`src/logic/pasc_map.svh`:
```
// address map, field positions, reset values and scan limits of the pixel scan control
`ifndef PASC_MAP_SVH
`define PASC_MAP_SVH

// register byte offsets
`define PASC_OFS_CTRL 8'h00
`define PASC_OFS_STATUS 8'h04
`define PASC_OFS_RIGHT_POS 8'h08
`define PASC_OFS_LEFT_POS 8'h0C
`define PASC_OFS_COL_POS 8'h10
`define PASC_OFS_AMP 8'h14

// control register fields and reset value
`define PASC_CTRL_ENABLE 0
`define PASC_CTRL_FORCE_SKIP 1
`define PASC_CTRL_RESET 2'h1

// bit positions in the synchronised pin vector
`define PASC_PIN_W 24
`define PASC_PIN_TRACK_HOLD 6
`define PASC_PIN_COL_CALIB 7
`define PASC_PIN_ROW_PICK 8
`define PASC_PIN_ROW_RESET 9
`define PASC_PIN_SIDE_LEFT 10
`define PASC_PIN_SKIP 11
`define PASC_PIN_EXT_SEL 12
`define PASC_PIN_UNITY 13
`define PASC_PIN_CAL_FAST 14
`define PASC_PIN_CAL_SLOW 15
`define PASC_PIN_GAIN_LO 16
`define PASC_PIN_OFS_LO 20

// pointer limits: full scan and one-in-four viewfinder scan
`define PASC_ROW_LAST 11'h405
`define PASC_COL_LAST 11'h505
`define PASC_ROW_LAST_SKIP 11'h3FC
`define PASC_COL_LAST_SKIP 11'h4FC
`define PASC_STEP_FULL 11'h001
`define PASC_STEP_SKIP 11'h004

// offset trim: code placed above this many fraction bits, slow step divisor shift
`define PASC_TRIM_FRAC 6
`define PASC_SLOW_SHIFT 7

`endif

```
`src/logic/pasc_pkg.sv`:
```
// types shared by the pixel scan control
package pasc_pkg;
    // phase of one pointer shift register
    typedef enum logic [1:0] {PASC_SCAN, PASC_PAST, PASC_DONE} pasc_ptr_state_t;
    // pointer index: 0 right row, 1 left row, 2 column
    typedef logic [1:0] pasc_ptr_idx_t;
endpackage : pasc_pkg

```
`src/logic/pasc_top.sv`:
```
// pixel array pointer scan, row routing and output amplifier control with AHB-Lite registers
`timescale 1ns/100ps
`include "pasc_map.svh"

// Notes on behaviour
// - right row sync low returns pointer to start
// - right row pointer steps on clock fall
// - right end low on pulse after last
// - column sync low returns pointer to start
// - column pointer steps on clock fall
// - column end low on pulse after last
// - left row sync low returns pointer to start
// - left row pointer steps on clock fall
// - left end low on pulse after last
// - track-hold high holds, low tracks samples
// - column calibration active while input high
// - row pick selects addressed row
// - row reset resets addressed row
// - side choice picks left or right pointer
// - skip mode scans one in four, 320x256
// - amplifier input mux, array or auxiliary
// - input choice one is auxiliary, zero array
// - four-bit gain code, exponential gain steps
// - four-bit offset code, linear, gain independent
// - fast and slow offset calibration modes
// - fast calibration needs strobe and unity high
// - slow calibration converges over about 450 pulses from full scale
module pasc_top
    import pasc_pkg::*;
(
    input wire logic hclk, // system clock, 125 MHz
    input wire logic hresetn, // asynchronous reset, active low
    input wire logic hsel, // slave select
    input wire logic [7:0] haddr, // byte address
    input wire logic [1:0] htrans, // transfer type
    input wire logic hwrite, // write when high
    input wire logic [2:0] hsize, // transfer size, word only
    input wire logic [31:0] hwdata, // write data
    input wire logic hready, // bus ready in
    output logic [31:0] hrdata, // read data
    output logic hreadyout, // slave ready
    output logic hresp, // always okay
    input wire logic right_row_ptr_sync_n, // right row pointer sync, low active
    input wire logic right_row_ptr_clk, // right row pointer clock
    input wire logic left_row_ptr_sync_n, // left row pointer sync, low active
    input wire logic left_row_ptr_clk, // left row pointer clock
    input wire logic column_ptr_sync_n, // column pointer sync, low active
    input wire logic column_ptr_clk, // column pointer clock
    input wire logic row_track_hold, // 1 hold, 0 track
    input wire logic column_amp_calib, // 1 calibrate column amplifiers
    input wire logic row_pick, // 1 select addressed row
    input wire logic row_reset, // 1 reset addressed row
    input wire logic row_side_left, // 1 left pointer, 0 right
    input wire logic viewfinder_skip_mode, // 1 one-in-four scan
    input wire logic ext_input_sel, // 1 auxiliary input, 0 array
    input wire logic unity_gain_mode, // amplifier follower mode
    input wire logic calib_fast, // fast offset strobe
    input wire logic calib_slow, // slow offset strobe
    input wire logic [3:0] amp_gain_code, // gain code
    input wire logic [3:0] offset_level_code, // offset code
    output logic right_row_end_n, // right end of scan, low active
    output logic left_row_end_n, // left end of scan, low active
    output logic column_end_n, // column end of scan, low active
    output logic [10:0] row_addr, // row addressed by chosen pointer
    output logic row_select_on, // addressed row selected
    output logic row_reset_on, // addressed row in reset
    output logic [10:0] column_addr, // column being read
    output logic column_hold, // column samples held
    output logic column_calib_on, // column amplifiers calibrating
    output logic amp_input_ext, // amplifier fed from auxiliary input
    output logic [10:0] amp_gain_x100, // amplifier gain times 100
    output logic [9:0] offset_trim // applied offset level, 4.6 fixed point
);
    // ---- functions ----
    // last position of a pointer for the current scan mode
    function automatic logic [10:0] pasc_last(input pasc_ptr_idx_t idx, input logic skip);
        if (idx == 2'h2) begin
            pasc_last = skip ? `PASC_COL_LAST_SKIP : `PASC_COL_LAST;
        end else begin
            pasc_last = skip ? `PASC_ROW_LAST_SKIP : `PASC_ROW_LAST;
        end
    endfunction : pasc_last

    // exponential gain table
    function automatic logic [10:0] pasc_gain(input logic [3:0] code);
        case (code)
            4'h0: pasc_gain = 11'h080;
            4'h1: pasc_gain = 11'h097;
            4'h2: pasc_gain = 11'h0B6;
            4'h3: pasc_gain = 11'h0D5;
            4'h4: pasc_gain = 11'h104;
            4'h5: pasc_gain = 11'h137;
            4'h6: pasc_gain = 11'h173;
            4'h7: pasc_gain = 11'h1B8;
            4'h8: pasc_gain = 11'h215;
            4'h9: pasc_gain = 11'h27D;
            4'hA: pasc_gain = 11'h2E5;
            4'hB: pasc_gain = 11'h37B;
            4'hC: pasc_gain = 11'h42E;
            4'hD: pasc_gain = 11'h4F1;
            4'hE: pasc_gain = 11'h5DD;
            default: pasc_gain = 11'h6D9;
        endcase
    endfunction : pasc_gain

    // one slow calibration pulse: move a fraction of the gap, at least one step
    function automatic logic [9:0] pasc_slow_step(input logic [9:0] trim, input logic [9:0] tgt);
        logic signed [10:0] diff;
        logic signed [10:0] step;
        diff = $signed({1'b0, tgt}) - $signed({1'b0, trim});
        step = diff >>> `PASC_SLOW_SHIFT;
        if (diff != 11'sh000 && step == 11'sh000) begin
            step = (diff > 11'sh000) ? 11'sh001 : -11'sh001;
        end
        pasc_slow_step = 10'(trim + 10'(step));
    endfunction : pasc_slow_step

    // ---- pin synchronisers ----
    logic [`PASC_PIN_W-1:0] pin_raw;
    logic [`PASC_PIN_W-1:0] pin_meta;
    logic [`PASC_PIN_W-1:0] pin_s;
    logic [`PASC_PIN_W-1:0] pin_prev;

    assign pin_raw = {offset_level_code, amp_gain_code, calib_slow, calib_fast,
                      unity_gain_mode, ext_input_sel, viewfinder_skip_mode, row_side_left,
                      row_reset, row_pick, column_amp_calib, row_track_hold,
                      column_ptr_clk, column_ptr_sync_n, left_row_ptr_clk,
                      left_row_ptr_sync_n, right_row_ptr_clk, right_row_ptr_sync_n};

    // two flops before use; prev copy only for edge detection
    always_ff @(posedge hclk or negedge hresetn) begin
        if (!hresetn) begin
            pin_meta <= 24'h00_0015;
            pin_s <= 24'h00_0015;
            pin_prev <= 24'h00_0015;
        end else begin
            pin_meta <= pin_raw;
            pin_s <= pin_meta;
            pin_prev <= pin_s;
        end
    end

    // ---- registers of the bus ----
    logic [1:0] ctrl;
    logic [1:0] next_ctrl;
    logic wr_pend;
    logic [7:0] wr_addr;
    logic addr_phase;
    logic skip;

    assign addr_phase = hsel && htrans[1] && hready;
    assign skip = pin_s[`PASC_PIN_SKIP] || ctrl[`PASC_CTRL_FORCE_SKIP];

    // ---- pointer shift registers ----
    logic [10:0] pos [3];
    pasc_ptr_state_t pst [3];
    logic [2:0] ptr_sync_n;
    logic [2:0] ptr_clk;
    logic [2:0] ptr_fall;
    logic [2:0] end_n;

    // pointer i uses pin bits 2i (sync) and 2i+1 (clock)
    always_comb begin
        for (int i = 0; i < 3; i++) begin
            ptr_sync_n[i] = pin_s[2*i];
            ptr_clk[i] = pin_s[2*i+1];
            ptr_fall[i] = pin_prev[2*i+1] && !pin_s[2*i+1];
        end
    end

    // sync wins over clock; disabled core parks all pointers at start
    always_ff @(posedge hclk or negedge hresetn) begin
        if (!hresetn) begin
            for (int i = 0; i < 3; i++) begin
                pos[i] <= 11'h000;
                pst[i] <= PASC_SCAN;
            end
        end else begin
            for (int i = 0; i < 3; i++) begin
                if (!ptr_sync_n[i] || !ctrl[`PASC_CTRL_ENABLE]) begin
                    pos[i] <= 11'h000;
                    pst[i] <= PASC_SCAN;
                end else if (ptr_fall[i]) begin
                    case (pst[i])
                        PASC_SCAN: begin
                            if (pos[i] >= pasc_last(2'(i), skip)) begin
                                pst[i] <= PASC_PAST;
                            end else begin
                                pos[i] <= 11'(pos[i] + (skip ? `PASC_STEP_SKIP : `PASC_STEP_FULL));
                            end
                        end
                        PASC_PAST: pst[i] <= PASC_DONE;
                        PASC_DONE: pst[i] <= PASC_DONE;
                        default: pst[i] <= PASC_SCAN;
                    endcase
                end
            end
        end
    end

    // end flag only during the one clock pulse after the last position
    always_ff @(posedge hclk or negedge hresetn) begin
        if (!hresetn) begin
            end_n <= 3'h7;
        end else begin
            for (int i = 0; i < 3; i++) begin
                end_n[i] <= !(pst[i] == PASC_PAST && ptr_clk[i]);
            end
        end
    end
    assign right_row_end_n = end_n[0];
    assign left_row_end_n = end_n[1];
    assign column_end_n = end_n[2];

    // ---- row routing and column controls ----
    always_ff @(posedge hclk or negedge hresetn) begin
        if (!hresetn) begin
            row_addr <= 11'h000;
            row_select_on <= 1'b0;
            row_reset_on <= 1'b0;
            column_addr <= 11'h000;
            column_hold <= 1'b0;
            column_calib_on <= 1'b0;
        end else begin
            row_addr <= pin_s[`PASC_PIN_SIDE_LEFT] ? pos[1] : pos[0];
            row_select_on <= pin_s[`PASC_PIN_ROW_PICK];
            row_reset_on <= pin_s[`PASC_PIN_ROW_RESET];
            column_addr <= pos[2];
            column_hold <= pin_s[`PASC_PIN_TRACK_HOLD];
            column_calib_on <= pin_s[`PASC_PIN_COL_CALIB];
        end
    end

    // ---- output amplifier: mux, gain, offset calibration ----
    logic [3:0] gain_s;
    logic [9:0] trim_tgt;
    logic fast_fall;
    logic slow_fall;

    assign gain_s = pin_s[`PASC_PIN_GAIN_LO +: 4];
    assign trim_tgt = {pin_s[`PASC_PIN_OFS_LO +: 4], 6'h00};
    // fast adjust lands when the strobe falls while follower mode is on
    assign fast_fall = pin_prev[`PASC_PIN_CAL_FAST] && !pin_s[`PASC_PIN_CAL_FAST]
                       && pin_s[`PASC_PIN_UNITY];
    // slow adjust takes one step toward the offset code target on the strobe's falling edge
    assign slow_fall = pin_prev[`PASC_PIN_CAL_SLOW] && !pin_s[`PASC_PIN_CAL_SLOW];

    always_ff @(posedge hclk or negedge hresetn) begin
        if (!hresetn) begin
            amp_input_ext <= 1'b0;
            amp_gain_x100 <= 11'h080;
        end else begin
            amp_input_ext <= pin_s[`PASC_PIN_EXT_SEL];
            amp_gain_x100 <= pasc_gain(gain_s);
        end
    end

    // fast wins if both strobes fall together: it lands the full target anyway
    always_ff @(posedge hclk or negedge hresetn) begin
        if (!hresetn) begin
            offset_trim <= 10'h000;
        end else if (fast_fall) begin
            offset_trim <= trim_tgt;
        end else if (slow_fall) begin
            offset_trim <= pasc_slow_step(offset_trim, trim_tgt);
        end
    end

    // ---- AHB-Lite slave, zero wait states ----
    assign hreadyout = 1'b1;
    assign hresp = 1'b0;

    always_ff @(posedge hclk or negedge hresetn) begin
        if (!hresetn) begin
            wr_pend <= 1'b0;
            wr_addr <= 8'h00;
        end else begin
            wr_pend <= addr_phase && hwrite;
            wr_addr <= haddr;
        end
    end

    // write data lands in the data phase; only control is writable
    always_comb begin
        next_ctrl = ctrl;
        if (wr_pend && wr_addr == `PASC_OFS_CTRL) begin
            next_ctrl = hwdata[1:0];
        end
    end

    always_ff @(posedge hclk or negedge hresetn) begin
        if (!hresetn) begin
            ctrl <= `PASC_CTRL_RESET;
        end else begin
            ctrl <= next_ctrl;
        end
    end

    // read data is latched at the address phase; next_ctrl forwards a write just before
    always_ff @(posedge hclk or negedge hresetn) begin
        if (!hresetn) begin
            hrdata <= 32'h0000_0000;
        end else if (addr_phase && !hwrite) begin
            case (haddr)
                `PASC_OFS_CTRL: hrdata <= {30'h0000_0000, next_ctrl};
                // top three bits are spare and read as zero
                `PASC_OFS_STATUS: hrdata <= {3'h0, pst[2], pst[1], pst[0], end_n, pin_s[15:6],
                                             10'h000};
                `PASC_OFS_RIGHT_POS: hrdata <= {21'h00_0000, pos[0]};
                `PASC_OFS_LEFT_POS: hrdata <= {21'h00_0000, pos[1]};
                `PASC_OFS_COL_POS: hrdata <= {21'h00_0000, pos[2]};
                `PASC_OFS_AMP: hrdata <= {2'h0, offset_trim, amp_gain_x100,
                                          pin_s[`PASC_PIN_OFS_LO +: 4], gain_s, 1'b0};
                default: hrdata <= 32'h0000_0000;
            endcase
        end
    end
endmodule : pasc_top

```
`config.mk`:
```
export PLATFORM = sky130hd
export DESIGN_NAME = pasc_top
export DESIGN_NICKNAME = d
export VERILOG_FILES = /design/src/logic/pasc_pkg.sv /design/src/logic/pasc_top.sv
export VERILOG_INCLUDE_DIRS = /design/src /design/src/logic
export SDC_FILE = /design/constraint.sdc
export NUM_CORES = 1
export LEC_CHECK = 0
export BUFFER_PORTS_ARGS = -buffer_cell sky130_fd_sc_hd__clkbuf_2
export CELL_PAD_IN_SITES_DETAIL_PLACEMENT = 1
export CELL_PAD_IN_SITES_GLOBAL_PLACEMENT = 2
export CORE_MARGIN = 3
export CORE_UTILIZATION = 32
export CTS_BUF_LIST = sky130_fd_sc_hd__clkbuf_2
export CTS_CLUSTER_DIAMETER = 200
export DETAILED_ROUTE_END_ITERATION = 10
export PLACE_DENSITY = 0.77
export RECOVER_POWER = 100
export SYNTH_ARGS = -nofsm -noshare
export SYNTH_HDL_FRONTEND = slang
export SYNTH_SLANG_ARGS = --single-unit
```
`constraint.sdc`:
```
create_clock -name hclk -period 4.2 [get_ports hclk]
set_clock_uncertainty 0.2 [all_clocks]
set_input_delay 0.42 -clock hclk [delete_from_list [all_inputs] [get_ports hclk]]
set_output_delay 0.42 -clock hclk [all_outputs]
set_load 0.005 [all_outputs]
```
==> results of run 1 <==
-- power by group through the flow --
stage / Combinational, mW / Clock, mW / Sequential [mW]
4_1_cts: 1.06 / 0.811 / 1.96
3_3_place_gp: 0.990 / 0 / 1.99
3_5_place_dp: 1.02 / 0 / 1.99
6_report: 1.11 / 0.772 / 1.96
5_1_grt: 1.25 / 0.889 / 1.98
2_1_floorplan: 0.673 / 0 / 1.97
-- kinds of logic after synthesis --
| group | Yosys count | share of synthesized area (%) |
|---|---|---|
| XOR/XNOR | 24 | 2.48 |
| buffers and inverters | 57 | 3.03 |
| other | 2 | 0.0887 |
| adder cells (fa/ha/maj) | 64 | 9.54 |
| flip-flops | 184 | 54.5 |
| AO/OA/AOI/OAI | 165 | 12.9 |
| AND/OR/NAND/NOR | 226 | 13.6 |
| multiplexers | 31 | 3.81 |
-- stage by stage --
step,utilization (%),worst slack (ns),power [mW],instance area (um^2)
floorplan,-,0.437,2.64,8480
global placement,37.0,0.146,2.98,9470
detailed placement,37.0,0.0337,3.01,9470
CTS,39.2,0.0262,3.84,10000
global route,39.0,0.00716,4.12,10000
finish,39.0,0.235,3.84,10000
-- area by class of cell --
| class | instances | share of cell area [%] |
|---|---|---|
| Antenna cell | 1 | 0.0250 |
| Clock buffer | 21 | 1.05 |
| Clock inverter | 11 | 0.751 |
| Inverter | 26 | 0.976 |
| Multi-Input combinational cell | 514 | 36.0 |
| Sequential cell | 184 | 46.2 |
| Tap cell | 330 | 4.13 |
| Timing Repair Buffer | 180 | 10.9 |
-- worst paths after layout --
path	start	end	cells after the start
worst max register to register	offset_trim[7]$_DFFE_PN0P_	offset_trim[8]$_DFFE_PN0P_	19
min in group asynchronous	hresetn	column_addr[6]$_DFF_PN0_	2
worst min register to register	pin_meta[0]$_DFF_PN1_	pin_s[0]$_DFF_PN1_	0
worst min-delay path	right_row_ptr_sync_n	pin_meta[0]$_DFF_PN1_	2
max in group asynchronous	hresetn	hrdata[23]$_DFFE_PN0P_	3
worst max-delay path	offset_trim[7]$_DFFE_PN0P_	offset_trim[8]$_DFFE_PN0P_	19
-- critical path, delay by kind of cell (launching register included) --
family / cells / cell delay [ns]
flops: 1 / 0.47
mux: 1 / 0.22
compound gates: 7 / 1.23
buf+inv: 2 / 0.14
simple gates: 6 / 0.96
fa+ha+maj: 3 / 0.66
-- state kept, by name, summed over array words and instances, names as in the netlist --
name           cells
pst                6
pos               33
offset_trim       10
end_n              3
wr_addr            8
column_addr       11
row_addr          11
pin_prev          10
pin_s             24
pin_meta          24
wr_pend            1
hrdata            30
amp_gain_x100     11
ctrl               2
-- per-layer routing --
layer | GRT usage (%) | up-vias | part of all wire [%]
met1 | 24.0 | 3249 | 48
met5 | 0 | - | 0
met4 | 4.02 | 0 | 1.5
met2 | 28.3 | 112 | 47
met3 | 3.15 | 19 | 3.3
li1 | - | 2997 | -
-- cells in the final DEF, fill, tap and decap left out, drive strengths merged, types with 5 or more instances in the layout --
cell type	Yosys	routed
nor3	13	13
a22oi	19	19
nor2b	7	7
dfrtp	173	173
nand2	77	77
o21ai	50	50
nor3b	7	7
ha	63	63
a21oi	37	37
a21o	6	6
xnor2	19	19
nand2b	11	11
nand3	9	9
clkinv	0	7
and3	6	6
mux2i	21	21
xor2	5	5
buf	10	11
and2	7	7
inv	26	28
mux2	10	10
nor4b	5	5
a222oi	8	8
dfstp	11	11
or3	5	5
dlygate4sd3	0	44
nor2	57	57
o211ai	5	5
a31oi	5	5
clkbuf	20	146
a21boi	9	9
-- timing repair --
item | 4_1_cts | 5_1_grt
hold endpoints to repair | 147 | 6
hold buffers | 38 | 6
pin swaps | 0 | 3
buffers inserted | 0 | 2
setup endpoints to repair | 1 | 3
gates resized for setup | 1 | 12
==> flow_metrics.py, run 1 <==
metrics = {
    "floorplan": {
        "initial_utilization_pct": 33.1,
        "core_region_area_um2": 25600,
        "rows": 58,
        "ios": 159,
        "die_width_um": 169,
        "fp.dieArea_um2": 28500,
        "die-height_um": 169,
    },
    "finish": {
        "num-fill-cells": 2910,
        "proportion_of_layout_cells_with_a_drive_suffix_above_1_pct": 13.4,
        "sequential_cell_area_um2": 4620,
        "areaGrowthSynthToFinish_pct": 18.0,
        "final_nets": 1061,
        "instances_no_fill": 1267,
        "total_area_of_multi_input_combinational_cells_um2": 3600,
    },
    "worst_setup_path": {
        "criticalPathCategory": "flop to flop",
        "setup.reg_to_reg.worst_slack_ns": 0.23,
        "data_arrival_time_of_the_critical_path_ns": 4.38,
        "cp_max_fo": 5,
        "worstPathRequired_ns": 4.62,
        "critical_path.max_stage_delay_ns": 0.47,
        "critical_path.startpoint_type": "flop",
        "worstSetupEndpointType": "flop",
        "critical_path.most_common_cell": "nor2_2",
        "crit_path_cell_trace": "inv_2, ha_4, or4b_4, o21ai_4, nor2_2, and3_1, a221o_1, a21oi_2, a21oi_1, ha_2, inv_1, fa_2, nor2b_1, o21a_1, nor2_2, o21ai_2, o41ai_2, mux2i_1, nand2_1",
        "slowest_stage": "dfrtp_1",
    },
    "run_status": {
        "failed_checks": "max-capacitance violations, max-slew violations",
        "run_status": "finished, violations left",
    },
    "drt": {
        "vias": 6377,
        "final_wirelength_um": 24400,
        "via_per_inst": 5.03,
        "antenna_violating_nets_post_route": 0,
        "drt-wirelength-per-cell_um": 19.2,
        "detailedRoute.firstIterationViolations": 345,
        "route.detailed.drc": 0,
        "dr.pass1.iters": 5,
    },
    "clock_tree": {
        "cts_sinks": 184,
        "clockRootBuffer": "clkbuf_2",
        "clock_latency_at_the_later_pin_of_the_worst_skew_pair_ns": 0.72,
        "ctsLongestPathBuffers": 2,
        "cts-buffers-inserted": 17,
        "cts.clk_slew.worst_paths_ns": 0.24,
        "tritoncts": "done",
        "htreeDepth": 4,
    },
    "synthesis": {
        "synth.ff_latch_count": 184,
        "yosys_most_used_dff": "dfrtp_1",
        "async_flop_share_pct": 100,
        "synth_area_um2": 8470,
        "synth-seq-area-share_pct": 54.5,
        "synth_common_cells": "dfrtp_1, nand2_1, ha_1, nor2_1, a21oi_1",
        "synth.area.top_cells": "dfrtp_1, ha_1, dfstp_2",
        "synth_largest_area_cell": "dfrtp_1",
        "synth_edf_count": 0,
        "postSynthAreaPerCell_um2": 11.2,
        "synthCells": 753,
        "synthesis.yosys.warnings": 0,
        "yosys.area.top_type_share_pct": 51.1,
        "synth.most_common_cell": "dfrtp_1",
        "ys_types": 66,
    },
    "sta": {
        "final_max_slew_viol_count": 121,
        "setup-tns-final_ns": 0,
        "tightest_hold_margin_ns": 0.115,
        "post-route-min-period_ns": 3.97,
        "layout_worst_path_cycle_share_pct": 94.4,
        "finalSetupViolations": 0,
        "final_hold_viol_count": 0,
        "max_slew_margin_pct": -84.9,
        "fmax_mhz": 252,
        "transition_time_at_the_pin_with_the_least_slew_margin_ns": 2.77,
        "rsz_0062_raised_after_global_routing": "no",
    },
    "power_and_ir_drop": {
        "internal_power_mw": 2.52,
        "total_power_divided_by_cell_area_nw_per_um2": 384,
        "power.ir.vdd_worst_mv": 0.180,
        "switching_share_pct": 34.5,
        "static-leakage-power_nw": 4.50,
        "comb_power_share_pct": 28.8,
        "share_of_total_power_in_the_clock_network_pct": 20.1,
        "seq_power_share_pct": 51.1,
        "total_switching_power_mw": 1.33,
    },
    "grt": {
        "grt_max_degree": 111,
        "vias_in_the_first_global_route": 6658,
        "globalRouteTotalUtil_pct": 17.3,
        "wire_length_of_the_first_global_routing_pass_um": 38400,
        "globalRouteOverflowTotal": 0,
        "antenna_found_initial": 1,
    },
    "hold_path": {
        "hp-class": "input pin to flop",
    },
    "placement": {
        "placement.io_buffers": 120,
        "place.detailed.instances": 1188,
        "place.gp.congestion": 0.834,
        "hpwl_um": 17600,
    },
    "run": {
        "max_cap_viol_count": 2,
    },
}
No activity file was read; power rests on OpenSTA's default activity.
==> inputs of run 2 (changes only) <==
CTS_BUF_LIST = unset   (was sky130_fd_sc_hd__clkbuf_2)
PLACE_DENSITY = 0.81   (was 0.77)
TNS_END_PERCENT = 5   (was unset)
==> flow_metrics.py, run 2 (synthesis results as in run 1) <==
metrics = {
    "sta": {
        "finalSetupViolations": 0,
        "final_hold_viol_count": 0,
        "transition_time_at_the_pin_with_the_least_slew_margin_ns": 2.53,
        "layout_worst_path_cycle_share_pct": 95.6,
        "max_slew_margin_pct": -68.7,
        "timing.final.ws_setup_ns": 0.184,
        "final_max_slew_viol_count": 98,
        "tightest_hold_margin_ns": 0.0470,
        "fmax_mhz": 249,
        "post-route-min-period_ns": 4.02,
    },
    "run_status": {
        "run_status": "finished, violations left",
        "failed_checks": "max-capacitance violations, max-slew violations",
    },
    "grt": {
        "globalRouteOverflowTotal": 0,
        "wire_length_of_the_first_global_routing_pass_um": 38600,
        "grt_max_degree": 98,
        "globalRouteTotalUtil_pct": 17.5,
        "antenna_found_initial": 1,
        "vias_in_the_first_global_route": 6764,
    },
    "clock_tree": {
        "tritoncts": "done",
        "clock_latency_at_the_later_pin_of_the_worst_skew_pair_ns": 0.44,
        "clockRootBuffer": "clkbuf_16",
        "htreeDepth": 4,
        "ctsLongestPathBuffers": 2,
        "cts_sinks": 184,
        "cts-buffers-inserted": 17,
        "cts.clk_slew.worst_paths_ns": 0.07,
    },
    "drt": {
        "dr.pass1.iters": 5,
        "antenna_violating_nets_post_route": 0,
        "drt-wirelength-per-cell_um": 19.6,
        "final_wirelength_um": 24600,
        "vias": 6371,
        "route.detailed.drc": 0,
        "via_per_inst": 5.07,
        "detailedRoute.firstIterationViolations": 355,
    },
    "hold_path": {
        "hp-class": "input pin to flop",
    },
    "worst_setup_path": {
        "cp_max_fo": 5,
        "criticalPathCategory": "flop to flop",
        "critical_path.most_common_cell": "a21oi_1",
        "crit_path_cell_trace": "ha_4, or4b_4, o21ai_4, nor2_1, and3_1, a221o_1, a21oi_1, a21oi_1, ha_2, inv_1, fa_1, nor2b_1, o21a_1, nor2_2, o21ai_1, o41ai_2, mux2i_1, nand2_1",
        "data_arrival_time_of_the_critical_path_ns": 4.13,
        "worstSetupEndpointType": "flop",
        "setup.reg_to_reg.worst_slack_ns": 0.18,
        "critical_path.startpoint_type": "flop",
        "slowest_stage": "or4b_4",
        "critical_path.max_stage_delay_ns": 0.47,
        "cp_num_buf_inv": 1,
        "cp_top_family": "compound AO/OA/AOI/OAI gates",
        "worstPathRequired_ns": 4.32,
    },
    "run": {
        "max_cap_viol_count": 1,
    },
    "finish": {
        "post-route-cell-area_um2": 10300,
        "sequential_cell_area_um2": 4620,
        "mostFrequentLayoutCell": "dfrtp_1",
        "post-route-util_pct": 40.2,
        "antenna_cells": 0,
        "largestRegisters": "pos (33), hrdata (30)",
        "total_area_of_multi_input_combinational_cells_um2": 3610,
        "max_flop_register": "pos",
        "final_nets": 1052,
        "areaGrowthSynthToFinish_pct": 21.6,
        "proportion_of_layout_cells_with_a_drive_suffix_above_1_pct": 14.2,
        "instances_no_fill": 1257,
        "largest_register_ff_count": 33,
        "most-common-layout-cells": "dfrtp_1, nand2_1, clkbuf_2",
        "num-fill-cells": 2871,
    },
    "floorplan": {
        "fp.dieArea_um2": 28500,
        "initial_utilization_pct": 33.1,
        "rows": 58,
        "ios": 159,
        "core_region_area_um2": 25600,
        "die-height_um": 169,
        "die_width_um": 169,
    },
    "power_and_ir_drop": {
        "power.ir.vdd_worst_mv": 0.221,
        "total_power_divided_by_cell_area_nw_per_um2": 454,
        "static-leakage-power_nw": 4.63,
    },
    "placement": {
        "place.detailed.instances": 1189,
        "preCtsSetupSlack_ns": 0.0843,
        "standard_cell_area_after_detailed_placement_um2": 9450,
        "place.gp.congestion": 0.820,
        "placement.io_buffers": 120,
        "hpwl_um": 17400,
    },
}
==> run 2: worst paths after layout <==
path | startpoint | endpoint | cells past startpoint
min in group asynchronous | hresetn | column_addr[9]$_DFF_PN0_ | 2
worst min-delay path | hwdata[1] | ctrl[1]$_DFF_PN0_ | 2
worst max-delay path | pin_s[21]$_DFF_PN0_ | offset_trim[8]$_DFFE_PN0P_ | 18
max in group asynchronous | hresetn | pin_s[21]$_DFF_PN0_ | 3
worst min register to register | pin_meta[15]$_DFF_PN0_ | pin_s[15]$_DFF_PN0_ | 0
worst max register to register | pin_s[21]$_DFF_PN0_ | offset_trim[8]$_DFFE_PN0P_ | 18
==> run 2: repair_timing <==
action,in CTS,in global routing
setup buffers,0,3
hold endpoints to repair,120,0
gates resized for setup,0,10
hold buffers,33,0
setup endpoints to repair,0,3
==> run 2: report_power, final <==
group          switching, mW  internal, mW  leakage, nW
logic                  0.614         0.487         2.00
registers             0.0949          1.86         2.35
clock network          0.756         0.861        0.288
total                   1.47          3.21         4.63
==> run 2: per-stage QoR <==
stage	power, mW	setup TNS, ns
6_report	4.68	0
4_1_cts	4.67	0
2_1_floorplan	2.64	0
5_1_grt	4.95	-0.00574
3_5_place_dp	3.00	0
3_3_place_gp	2.97	0
==> run 2: routing by layer <==
| layer | track usage (%) | vias to the layer above | share of wire [%] |
|---|---|---|---|
| li1 | - | 2980 | - |
| met1 | 23.2 | 3224 | 46 |
| met2 | 28.8 | 124 | 48 |
| met3 | 3.53 | 41 | 3.7 |
| met4 | 5.73 | 2 | 2.5 |
| met5 | 0 | - | 0.053 |
==> run 2: final cells by class <==
cell class / count / area share [%]
clock buffers: 18 / 4.26
clock inverters: 14 / 1.51
well taps: 330 / 4.01
flip-flops and latches: 184 / 44.8
repair buffers: 171 / 9.36
multi-input cells: 514 / 35.1
inverters: 26 / 0.947
